<file path="config.mk">
export PLATFORM = sky130hd
export DESIGN_NAME = self_programming_flash_ctrl
export DESIGN_NICKNAME = d
export VERILOG_FILES = /design/src/core/spf_pkg.sv /design/src/core/pulse_divider.sv /design/src/core/self_programming_flash_ctrl.sv
export SDC_FILE = /design/constraint.sdc
export NUM_CORES = 1
export LEC_CHECK = 0
export BUFFER_PORTS_ARGS = -buffer_cell sky130_fd_sc_hd__buf_2
export CAP_MARGIN = 5
export CORE_MARGIN = 8
export CORE_UTILIZATION = 55
export DETAILED_ROUTE_END_ITERATION = 10
export PLACE_DENSITY = 0.8
export SETUP_SLACK_MARGIN = 0.2
export SYNTH_ARGS = -nofsm -noshare
export SYNTH_HDL_FRONTEND = slang
export SYNTH_SLANG_ARGS = --single-unit
</file>
<file path="constraint.sdc">
create_clock -name sys_clk_in -period 9.28 [get_ports sys_clk_in]
set_input_delay 1.392 -clock sys_clk_in [delete_from_list [all_inputs] [get_ports sys_clk_in]]
set_output_delay 1.392 -clock sys_clk_in [all_outputs]
set_load 0.05 [all_outputs]
</file>
<file path="src/core/spf_pkg.sv">
// Shared types and constants for the self-programming flash sequencer
// Notes on behaviour
// Unsupported combinations retire as plain no-ops
// RAM code reading/writing RAM blocks
// RAM code on flash: non-blocking, write no-op
// Flash code on RAM blocks; flash program no-op
// Flash code on flash: read blocks, rest no-op
// Write permit clear makes program/erase no-op
// Blocking instruction takes four core cycles
// Non-blocking launches operation; busy until done
// Sixteen-bit data buffer loads and unloads memory
// Twenty-four-bit pointer addresses all accesses
// Low-byte add carry increments upper bytes
// Low-byte subtract borrow decrements upper bytes
// Code-protect fuse never blocks these accesses
// Erase clears whole 512-byte block
// Configuration block unreachable by these instructions
// Software never fetches flash while busy
// Software waits three cycles before polling
// Flash execution wait codes give 1-4 clocks
// Slower of speed and wait; RAM restores
// Flash read wait codes give 1-4 clocks
// Time base divides core clock by table
// Software keeps time base 1-2 microseconds
// Software keeps core speed during flash operations
// Single-clock read cannot be broken by interrupts
// Timing field positions chosen locally
`default_nettype none

package spf_pkg;

    // ----------------------------------------------------------------
    // Address map
    // ----------------------------------------------------------------
    localparam logic [23:0] FLASH_BASE = 24'h01_0000;
    localparam logic [23:0] CONFIG_BASE = 24'hFF_0000;
    localparam int ERASE_LSB = 9;
    localparam logic [23:0] PTR_STEP = 24'h00_0001;

    // ----------------------------------------------------------------
    // Timing register layout and reset
    // ----------------------------------------------------------------
    localparam int EXEC_WAIT_LSB = 6;
    localparam int READ_WAIT_LSB = 4;
    localparam int WR_DIV_LSB = 0;
    localparam logic [7:0] TIMING_RESET = 8'h00;
    localparam logic [15:0] DBUF_RESET = 16'h0000;
    localparam logic [23:0] PTR_RESET = 24'h00_0000;

    // ----------------------------------------------------------------
    // Cycle counts
    // ----------------------------------------------------------------
    localparam logic [1:0] BLK_STALL = 2'h3;
    localparam logic [1:0] RAM_RD_LAT = 2'h1;

    // Instruction and register selectors from the core
    typedef enum logic [2:0] {
        OP_READ, OP_READ_INC, OP_WRITE, OP_WRITE_INC, OP_FL_WRITE, OP_FL_ERASE
    } op_t;

    typedef enum logic [2:0] {
        SEL_TIMING, SEL_DATA_HI, SEL_DATA_LO, SEL_ADDR_UP, SEL_ADDR_MID, SEL_ADDR_LO
    } reg_sel_t;

    typedef enum {ACC_IDLE, ACC_RAM_RD, ACC_FL_RD, ACC_PROG} acc_t;

    // Erase/write time base divisor per select code
    function automatic logic [8:0] wr_divisor(input logic [3:0] sel);
        case (sel)
            4'h0: return 9'h002;
            4'h1: return 9'h003;
            4'h2: return 9'h004;
            4'h3: return 9'h006;
            4'h4: return 9'h008;
            4'h5: return 9'h00C;
            4'h6: return 9'h010;
            4'h7: return 9'h018;
            4'h8: return 9'h020;
            4'h9: return 9'h030;
            4'hA: return 9'h040;
            4'hB: return 9'h060;
            4'hC: return 9'h080;
            4'hD: return 9'h0C0;
            4'hE: return 9'h100;
            default: return 9'h180;
        endcase
    endfunction

endpackage

`default_nettype wire

</file>
<file path="src/core/pulse_divider.sv">
// Enable divider that emits one pulse every div_in input enables
`default_nettype none

module pulse_divider #(
    parameter int W = 9
) (
    input wire logic sys_clk_in,
    input wire logic rst_b_in,
    input wire logic en_in,
    input wire logic [W-1:0] div_in,
    output logic tick_out
);
    typedef struct packed {
        logic [W-1:0] cnt;
    } div_st_t;

    div_st_t s;
    div_st_t next_s;
    logic last;

    // Greater-or-equal so a shrinking divisor never strands the count
    always_comb begin
        last = (div_in <= W'(1)) || (s.cnt >= (div_in - W'(1)));
        tick_out = en_in && last;
        next_s = s;
        if (en_in) begin
            next_s.cnt = last ? '0 : s.cnt + W'(1);
        end
    end

    // Count register
    always_ff @(posedge sys_clk_in or negedge rst_b_in) begin
        if (!rst_b_in) begin
            s <= '0;
        end else begin
            s <= next_s;
        end
    end

endmodule

`default_nettype wire

</file>
<file path="src/core/self_programming_flash_ctrl.sv">
// Self-programming sequencer: decode, pointer, buffer, flash timing
`default_nettype none

module self_programming_flash_ctrl (
    input wire logic sys_clk_in,
    input wire logic rst_b_in,
    input wire logic instr_valid_in,
    input wire spf_pkg::op_t instr_op_in,
    input wire logic exec_from_flash_in,
    input wire logic flash_write_permit_in,
    input wire logic [7:0] core_speed_div_in,
    output logic core_ce_out,
    output logic stall_out,
    output logic nop_out,
    output logic flash_op_pending_flag_out,
    input wire logic reg_wr_in,
    input wire spf_pkg::reg_sel_t reg_sel_in,
    input wire logic [7:0] reg_wdata_in,
    input wire logic ptr_add_in,
    input wire logic ptr_sub_in,
    input wire logic [7:0] ptr_operand_in,
    output logic [7:0] flash_timing_config_out,
    output logic [15:0] prog_mem_data_buffer_out,
    output logic [23:0] prog_mem_address_pointer_out,
    output logic [23:0] mem_addr_out,
    output logic [15:0] mem_wdata_out,
    output logic pram_rd_out,
    output logic pram_wr_out,
    input wire logic [15:0] pram_rdata_in,
    output logic flash_rd_out,
    output logic flash_write_out,
    output logic flash_erase_out,
    output logic flash_tick_out,
    input wire logic [15:0] flash_rdata_in,
    input wire logic flash_done_in
);
    import spf_pkg::*;

    // ----------------------------------------------------------------
    // State
    // ----------------------------------------------------------------
    typedef struct packed {
        logic [7:0] timing;
        logic [15:0] dbuf;
        logic [23:0] ptr;
        logic [23:0] addr;
        logic busy;
        logic [1:0] blk;
        acc_t acc;
        logic [1:0] cnt;
        logic inc;
        logic pram_rd;
        logic pram_wr;
        logic fl_rd;
        logic fl_wr;
        logic fl_er;
    } ctrl_st_t;

    ctrl_st_t s;
    ctrl_st_t next_s;

    logic to_flash;
    logic in_cfg;
    logic idle;
    logic is_rd;
    logic is_wr;
    logic is_prog;
    logic is_inc;
    logic go;
    logic ram_rd;
    logic ram_wr;
    logic fl_rd_blk;
    logic fl_rd_nb;
    logic fl_prog;
    logic blocking;
    logic launched;
    logic [1:0] exec_wait;
    logic [1:0] read_wait;
    logic [3:0] wr_sel;
    logic [7:0] wait_div;
    logic [7:0] eff_div;
    logic [8:0] lo_sum;
    logic [8:0] lo_diff;

    // ----------------------------------------------------------------
    // Timing fields and clock enables
    // ----------------------------------------------------------------
    assign exec_wait = s.timing[EXEC_WAIT_LSB +: 2];
    assign read_wait = s.timing[READ_WAIT_LSB +: 2];
    assign wr_sel = s.timing[WR_DIV_LSB +: 4];
    assign wait_div = {6'h00, exec_wait} + 8'h01;

    // Flash fetch stretches the core cycle, RAM fetch uses speed alone
    always_comb begin
        eff_div = core_speed_div_in;
        if (exec_from_flash_in && (wait_div > core_speed_div_in)) begin
            eff_div = wait_div;
        end
    end

    // Core cycle enable from the system clock
    pulse_divider #(.W(9)) u_core_div (
        .sys_clk_in(sys_clk_in),
        .rst_b_in(rst_b_in),
        .en_in(1'b1),
        .div_in({1'b0, eff_div}),
        .tick_out(core_ce_out)
    );

    // Erase/write time base counted in core cycles
    pulse_divider #(.W(9)) u_wr_div (
        .sys_clk_in(sys_clk_in),
        .rst_b_in(rst_b_in),
        .en_in(core_ce_out),
        .div_in(wr_divisor(wr_sel)),
        .tick_out(flash_tick_out)
    );

    // ----------------------------------------------------------------
    // Instruction decode
    // ----------------------------------------------------------------
    // No fuse input at all: code protection cannot gate anything here
    always_comb begin
        to_flash = s.ptr >= FLASH_BASE;
        in_cfg = s.ptr >= CONFIG_BASE;
        idle = s.acc == ACC_IDLE;
        is_rd = (instr_op_in == OP_READ) || (instr_op_in == OP_READ_INC);
        is_wr = (instr_op_in == OP_WRITE) || (instr_op_in == OP_WRITE_INC);
        is_prog = (instr_op_in == OP_FL_WRITE) || (instr_op_in == OP_FL_ERASE);
        is_inc = (instr_op_in == OP_READ_INC) || (instr_op_in == OP_WRITE_INC);
        go = instr_valid_in && idle;
        ram_rd = go && is_rd && !to_flash;
        ram_wr = go && is_wr && !to_flash;
        fl_rd_blk = go && is_rd && to_flash && !in_cfg && exec_from_flash_in;
        fl_rd_nb = go && is_rd && to_flash && !in_cfg && !exec_from_flash_in;
        fl_prog = go && is_prog && to_flash && !in_cfg && !exec_from_flash_in
            && flash_write_permit_in;
        blocking = ram_rd || ram_wr || fl_rd_blk;
        launched = blocking || fl_rd_nb || fl_prog;
    end

    // Anything not launched retires with no side effect
    assign nop_out = instr_valid_in && !launched;
    assign stall_out = s.blk != 2'h0;

    // ----------------------------------------------------------------
    // Next state
    // ----------------------------------------------------------------
    always_comb begin
        next_s = s;
        next_s.pram_rd = 1'b0;
        next_s.pram_wr = 1'b0;
        next_s.fl_wr = 1'b0;
        next_s.fl_er = 1'b0;
        lo_sum = '0;
        lo_diff = '0;

        // Software writes to the special registers
        if (reg_wr_in) begin
            case (reg_sel_in)
                SEL_TIMING: next_s.timing = reg_wdata_in;
                SEL_DATA_HI: next_s.dbuf[15:8] = reg_wdata_in;
                SEL_DATA_LO: next_s.dbuf[7:0] = reg_wdata_in;
                SEL_ADDR_UP: next_s.ptr[23:16] = reg_wdata_in;
                SEL_ADDR_MID: next_s.ptr[15:8] = reg_wdata_in;
                SEL_ADDR_LO: next_s.ptr[7:0] = reg_wdata_in;
                default: next_s.timing = s.timing;
            endcase
        end

        // Low-byte arithmetic ripples into the upper two bytes
        if (ptr_add_in) begin
            lo_sum = {1'b0, next_s.ptr[7:0]} + {1'b0, ptr_operand_in};
            next_s.ptr[7:0] = lo_sum[7:0];
            next_s.ptr[23:8] = next_s.ptr[23:8] + {15'h0000, lo_sum[8]};
        end else if (ptr_sub_in) begin
            lo_diff = {1'b0, next_s.ptr[7:0]} - {1'b0, ptr_operand_in};
            next_s.ptr[7:0] = lo_diff[7:0];
            next_s.ptr[23:8] = next_s.ptr[23:8] - {15'h0000, lo_diff[8]};
        end

        // Stall window of a blocking instruction
        if (blocking) begin
            next_s.blk = BLK_STALL;
        end else if (stall_out && core_ce_out) begin
            next_s.blk = s.blk - 2'h1;
        end

        // Memory access engine; hardware updates win over software
        case (s.acc)
            ACC_IDLE: begin
                if (ram_rd) begin
                    next_s.acc = ACC_RAM_RD;
                    next_s.pram_rd = 1'b1;
                    next_s.cnt = RAM_RD_LAT;
                    next_s.addr = s.ptr;
                    next_s.inc = is_inc;
                end else if (ram_wr) begin
                    next_s.pram_wr = 1'b1;
                    next_s.addr = s.ptr;
                    if (is_inc) begin
                        next_s.ptr = s.ptr + PTR_STEP;
                    end
                end else if (fl_rd_blk || fl_rd_nb) begin
                    next_s.acc = ACC_FL_RD;
                    next_s.fl_rd = 1'b1;
                    next_s.cnt = read_wait;
                    next_s.addr = s.ptr;
                    next_s.inc = is_inc;
                    next_s.busy = fl_rd_nb;
                end else if (fl_prog) begin
                    next_s.acc = ACC_PROG;
                    next_s.busy = 1'b1;
                    if (instr_op_in == OP_FL_ERASE) begin
                        next_s.fl_er = 1'b1;
                        next_s.addr = {s.ptr[23:ERASE_LSB], {ERASE_LSB{1'b0}}};
                    end else begin
                        next_s.fl_wr = 1'b1;
                        next_s.addr = s.ptr;
                    end
                end
            end
            ACC_RAM_RD: begin
                if (s.cnt == 2'h0) begin
                    next_s.dbuf = pram_rdata_in;
                    next_s.acc = ACC_IDLE;
                    if (s.inc) begin
                        next_s.ptr = s.ptr + PTR_STEP;
                    end
                end else begin
                    next_s.cnt = s.cnt - 2'h1;
                end
            end
            ACC_FL_RD: begin
                // Self-timed in system clocks, so core-speed changes cannot cut it short
                if (s.cnt == 2'h0) begin
                    next_s.dbuf = flash_rdata_in;
                    next_s.fl_rd = 1'b0;
                    next_s.busy = 1'b0;
                    next_s.acc = ACC_IDLE;
                    if (s.inc) begin
                        next_s.ptr = s.ptr + PTR_STEP;
                    end
                end else begin
                    next_s.cnt = s.cnt - 2'h1;
                end
            end
            ACC_PROG: begin
                if (flash_done_in) begin
                    next_s.busy = 1'b0;
                    next_s.acc = ACC_IDLE;
                end
            end
            default: next_s.acc = ACC_IDLE;
        endcase
    end

    // State register
    always_ff @(posedge sys_clk_in or negedge rst_b_in) begin
        if (!rst_b_in) begin
            s <= '0;
            s.timing <= TIMING_RESET;
            s.dbuf <= DBUF_RESET;
            s.ptr <= PTR_RESET;
            s.acc <= ACC_IDLE;
        end else begin
            s <= next_s;
        end
    end

    // ----------------------------------------------------------------
    // Outputs
    // ----------------------------------------------------------------
    assign flash_op_pending_flag_out = s.busy;
    assign flash_timing_config_out = s.timing;
    assign prog_mem_data_buffer_out = s.dbuf;
    assign prog_mem_address_pointer_out = s.ptr;
    assign mem_addr_out = s.addr;
    assign mem_wdata_out = s.dbuf;
    assign pram_rd_out = s.pram_rd;
    assign pram_wr_out = s.pram_wr;
    assign flash_rd_out = s.fl_rd;
    assign flash_write_out = s.fl_wr;
    assign flash_erase_out = s.fl_er;

    // Core cycles seen inside a stall window
    logic [2:0] ce_seen;
    always_ff @(posedge sys_clk_in or negedge rst_b_in) begin
        if (!rst_b_in) begin
            ce_seen <= 3'h0;
        end else if (!stall_out) begin
            ce_seen <= 3'h0;
        end else if (core_ce_out) begin
            ce_seen <= ce_seen + 3'h1;
        end
    end
endmodule

`default_nettype wire

</file>
* Word level (Yosys, flattened, before mapping)
Memories as Yosys holds them, arrays and structs flattened.
Index checks and enable logic that the tools add are counted.
** Storage, ports and cells
- Flip-flop bits (word level) :: 133
- Memory bits (read-only) :: 144
- Memories :: 1
** Memories
- (name not given) :: words 16, width 9, rd ports 1, clocked after memory_dff 0, write ports 0, line spf_pkg.sv:69 : case (sel)
** Cells by class
- $add $sub $neg :: 12
- Order comparisons :: 7
- Equality and inequality tests :: 25
- Mux-type cells :: 53
- Reduce and logical (&&, ||, !) cells :: 53
** Operators by type and width (count)
- $mux W24 :: 8
- $mux W32 :: 4
- $mux W40 :: 3
- $pmux W32 S3 :: 1
- $pmux W24 S3 :: 1
- $mux W35 :: 2
- $eq A32 B2 Y1 const B :: 2
- $logic_not A32 Y1 :: 2
- $mux W25 :: 2
- $mux W8 :: 6
- $eq A32 B1 Y1 const B :: 1
- $pmux W16 S2 :: 1
- $mux W9 :: 3
- $add A24 B1 Y24 const B :: 1
- $ge A24 B17 Y1 const B :: 1
- $ge A24 B24 Y1 const B :: 1
- $add A9 B1 Y9 const B :: 2
- $ge A9 B9 Y1 :: 2
- $logic_and A1 B1 Y1 :: 18
- $add A16 B1 Y16 :: 1
- $sub A16 B1 Y16 :: 1
- $mux W2 :: 7
- $ne A2 B2 Y1 const B :: 7
- $eq A3 B2 Y1 const B :: 4
- other kinds (33) :: 69

* Depth between registers and ports, before layout
- Depth in word-level cells :: 12
- Gate-level depth with buffers :: 21
- Depth with buffers taken out :: 20

* Hierarchy
A second synthesis with hierarchy kept.
** Unflattened totals
- Cell total of the unflattened synthesis :: 982
- Area total of the unflattened synthesis :: 8699.6 um^2
** Modules (own cells, without submodules)
- self_programming_flash_ctrl :: instances 1, cells each 802, area an instance 7030.5 um^2, seq. area each 2127.0 um^2
- pulse_divider :: instances 2, cells each 90, area an instance 834.6 um^2, seq. area each 225.2 um^2

* Least setup slack after synthesis
OpenSTA, ideal clock, no wires.
- Kind :: in2out
- Start point :: in core_speed_div_in[1]
- End point :: out flash_tick_out
- Arrival time :: 4749 ps
- Data required time :: 7888 ps
- Slack :: 3139 ps
- Stages :: 18
- Cells stage by stage :: inv_1 > ha_1 > nor2b_1 > o21ai_0 > a21o_1 > nor2_1 > nor2_1 > a21oi_1 > ha_1 > nand3b_1 > xor2_1 > ha_1 > o21ai_0 > o21ai_0 > nand4_1 > and2_1 > buf_6 > nor2_1
** On the way
- Word-level cells in the longest chain between the ends :: 7
- Elaborated cells between the ends (all ways) :: 8
- Classes of those cells :: add/sub (1); order compare (3); mux (1); reduce/logical (3)
** RTL lines
- start: declaration :: line self_programming_flash_ctrl.sv:11 : input wire logic [7:0] core_speed_div_in,
- $gt A3 B8 Y1 :: line self_programming_flash_ctrl.sv:96 : if (exec_from_flash_in && (wait_div > core_speed_div_in)) begin
- $logic_and A1 B1 Y1 :: line self_programming_flash_ctrl.sv:96
- $mux W8 (*) :: line self_programming_flash_ctrl.sv:96
- $sub A8 B1 Y9 :: line pulse_divider.sv:23 : last = (div_in <= W'(1)) || (s.cnt >= (div_in - W'(1)));
- $ge A9 B9 Y1 :: line pulse_divider.sv:23
- $logic_or A1 B1 Y1 (*) :: line pulse_divider.sv:23
- $logic_and A1 B1 Y1 (*) :: line pulse_divider.sv:24 : tick_out = en_in && last;
- end: declaration :: line self_programming_flash_ctrl.sv:33 : output logic flash_tick_out,
Every way passes the cells marked *; elsewhere a longest branch is shown, timed or not.

* Worst setup path after layout
- Start point :: in core_speed_div_in[1]
- End point :: out core_ce_out
** On the way
- Word-level cells in the longest chain between the ends :: 6
- Elaborated cells between the ends (all ways) :: 7
- Classes of those cells :: add/sub (1); order compare (3); mux (1); reduce/logical (2)
** RTL lines
- $gt A3 B8 Y1 :: line self_programming_flash_ctrl.sv:96
- $logic_and A1 B1 Y1 :: line self_programming_flash_ctrl.sv:96
- $mux W8 (*) :: line self_programming_flash_ctrl.sv:96
- $sub A8 B1 Y9 :: line pulse_divider.sv:23
- $ge A9 B9 Y1 :: line pulse_divider.sv:23
- $logic_or A1 B1 Y1 (*) :: line pulse_divider.sv:23
- end: declaration :: line self_programming_flash_ctrl.sv:12 : output logic core_ce_out,
Marked as above.

==> metrics <==
All-Layer GR Usage 21.9%; Worst IR Drop VDD 0.140 mV; number of global-route vias before repair 7226; Synth Warn # 0; Clock transition at path regs around 0.06 ns; worst stage delay on the critical path 0.40 ns; met1 Resource Use GR 25.9%; crit-path cells buf_2 > inv_1 > ha_1 > nor2b_1 > o21ai_0 > a21o_1 > nor2_1 > nor2_1 > a21oi_1 > ha_1 > nand3_1 > xor2_1 > ha_1 > or4_1 > nand4_1 > and2_1 > clkinv_4 > buf_2; EDFF count, synth 0; Final Slew Violations 0; DIE WIDTH 141 um; sequential fraction of the synthesis area between 30% and 40%; NetSw 1.61 mW; leading cell type in the layout, fill and taps excluded buf_2; Avg Cell Area, Syn 8.45 um2; routing usage on met2 37.4%; combinational power share between 60% and 70%; fin crit share 70.9%; WL/cell 17.0 um; Leak 4.42 nW; Max Fclk between 0.15 and 0.2 GHz; Setup Fix Bufs, Post-CTS 0; vias per cell 5.75; hold_buf cts 0; first-pass GRT wire length between 30000 and 40000 um; post-route ant nets 0; port buffer count 168; final HPWL from detailed placement 16400 um; top-level I/O count between 150 and 200; RSZ-0062 raised after global routing false; DR vias ~7300; #FFs+latches synth ~100; Synth Net Count around 1100; # DRC 0; WS Path Type in -> out; sequential share of power 26.9%; share of cells above drive strength 1 21.9%; Worst path slowest cell or4_1; DRC violation total after the first TritonRoute iteration 420; Synth top area share 30.0%; H-tree Lvls 3; CP Launch Type primary input; worst skew pair latency 0.36 ns; Chip Height 141 um; TritonCTS Buffers 9; multi-input logic area slightly below 5000 um2; met3 Use GR around 5.8%; Reg area 2580 um2; Pre-Repair DR Iteration Count 5; synthesized area approximately 8600 um2; final wirelength 21800 um; Fin Clk Skew 0.0133 ns; maxcap violations 0; internal power 1.39 mW; power share of the clock group 12.9%; CTS max path bufs 2; Core Footprint between 15000 and 20000 um2; Synth cell types 70; most frequent cells in the layout buf_2 (167), nand2_1 (138), dfrtp_1 (103); Initial Util roughly 56%; Async SR Flop Fraction 100%; # resized after CTS 0; Layout area overhead 6.53%; GP Congestion 0.916; Critical Path AT a little over 5 ns; total gr overflow 0; status completed; Slew Limit Headroom 31.5%; num rows 45; clock root cell clkbuf_16; fill cell count about 1400; sw frac 53.7%; initial antenna violation count 5; Top FF cell, synth dfrtp_1; Final Net Count 1192; CTS tree yes; largest net degree at the start of global routing 66; Final Power about 3 mW; die area 19900 um2; cell taking the most area after synthesis dfrtp_1; CP Capture Type output pin; worst-path fanout max 18; Least-Margin Pin Slew between 1 and 1.5 ns; placed inst area roughly 8800 um2; HP Class reg -> reg; clk sink count 103; Final Hold Fails 0; Setup Viol. Count Final 0; minimum clock period 6.58 ns; Final Instance Area a little over 9000 um2; ranking of synthesized cells by area dfrtp_1 (30%), ha_1 (8.6%), buf_4 (7.9%), nand2_1 (6.0%), mux2i_1 (4.7%); Syn Inst Count 1016; crit-path most repeated cell ha_1; Worst Path Required 7.89 ns; pwr dens 328 nW/um2; GRT Max-Usage Layer met2; setup TNS 0 ns
final timing paths:
| check | from | endpoint | slack, ns | cells past startpoint |
|---|---|---|---|---|
| min in group asynchronous | rst_b_in | u_core_div.s[5] | 0.98 | 1 |
| max | core_speed_div_in[1] | core_ce_out | 2.70 | 18 |
| min | mem_addr_out[15] | mem_addr_out[15] | 0.46 | 2 |
| min reg2reg | mem_addr_out[15] | mem_addr_out[15] | 0.46 | 2 |
| max reg2reg | flash_timing_config_out[6] | s[41] | 4.65 | 18 |
| max in group asynchronous | rst_b_in | mem_addr_out[0] | 7.09 | 2 |
sequential cells by signal, indices dropped and copies added, names as in the netlist:
name                          count
flash_rd_out                      1
flash_erase_out                   1
flash_write_out                   1
prog_mem_address_pointer_out     24
mem_addr_out                     24
pram_wr_out                       1
u_wr_div.s                        9
pram_rd_out                       1
flash_op_pending_flag_out         1
s                                 7
mem_wdata_out                    16
u_core_div.s                      9
flash_timing_config_out           8
stage by stage:
step	std cells	util, %	hold slack [ns]	setup WS [ns]
2_1_floorplan	1016	-	0.440	3.14
3_3_place_gp	1260	58.0	0.445	2.89
3_5_place_dp	1260	58.0	0.451	2.68
4_1_cts	1275	59.9	0.465	2.67
5_1_grt	1277	60.0	0.485	2.37
6_report	1277	60.0	0.458	2.70
synthesized netlist by cell type, types with 5 or more instances:
library cell / instances
ha_1: 59
nand2b_1: 12
buf_4: 90
a31oi_1: 6
and2_1: 5
buf_2: 7
mux2_2: 22
nor2_1: 56
dfrtp_1: 103
nor2b_1: 7
mux2i_1: 40
a22o_1: 16
nand3_1: 47
o2bb2ai_1: 6
o21ai_0: 55
nor3_1: 21
inv_1: 47
nor4_1: 7
nand4_1: 15
xnor2_1: 17
o22ai_1: 21
a211oi_1: 8
a21oi_1: 44
nand2_1: 138
clkbuf_1: 36
and3_1: 16
xor2_1: 37
cell type report:
class	instances	share of cell area [%]
multi-input combinational	725	54.0
sequential	103	28.2
timing repair buffer	173	9.63
tap	211	2.89
clock buffer	10	2.61
inverter	48	2.02
clock inverter	5	0.615
antenna	2	0.0547
critical path, delay by kind of cell:
kind / cells / cell delay [ns]
adder cells (fa/ha/maj): 3 / 0.78
AO/OA/AOI/OAI: 3 / 0.62
XOR/XNOR: 1 / 0.16
AND/OR/NAND/NOR: 7 / 1.58
buffers and inverters: 4 / 0.65
layer usage:
layer / share of wire, % / up-vias
met5: 0.16 / -
met4: 2.3 / 6
met3: 7.2 / 41
met2: 49 / 254
met1: 42 / 3480
li1: - / 3559
power by group through the flow:
stage,logic [mW],registers (mW),clock network [mW]
floorplan,1.65,0.740,0
global placement,1.77,0.807,0
detailed placement,1.81,0.811,0
CTS,1.82,0.804,0.397
global route,1.97,0.835,0.414
finish,1.81,0.807,0.388
cells by family (layout without fill, tap and decap cells):
logic type	after synthesis	after routing	synth area share [%]
buffers and inverters	188	236	12.6
multiplexers	62	62	7.55
XOR/XNOR	54	54	5.51
adder cells (fa/ha/maj)	61	61	9.06
flip-flops	103	103	30.0
other	0	2	0
AO/OA/AOI/OAI	200	200	15.5
AND/OR/NAND/NOR	348	348	19.9
Note: power is estimated with default switching activity, not from simulation.
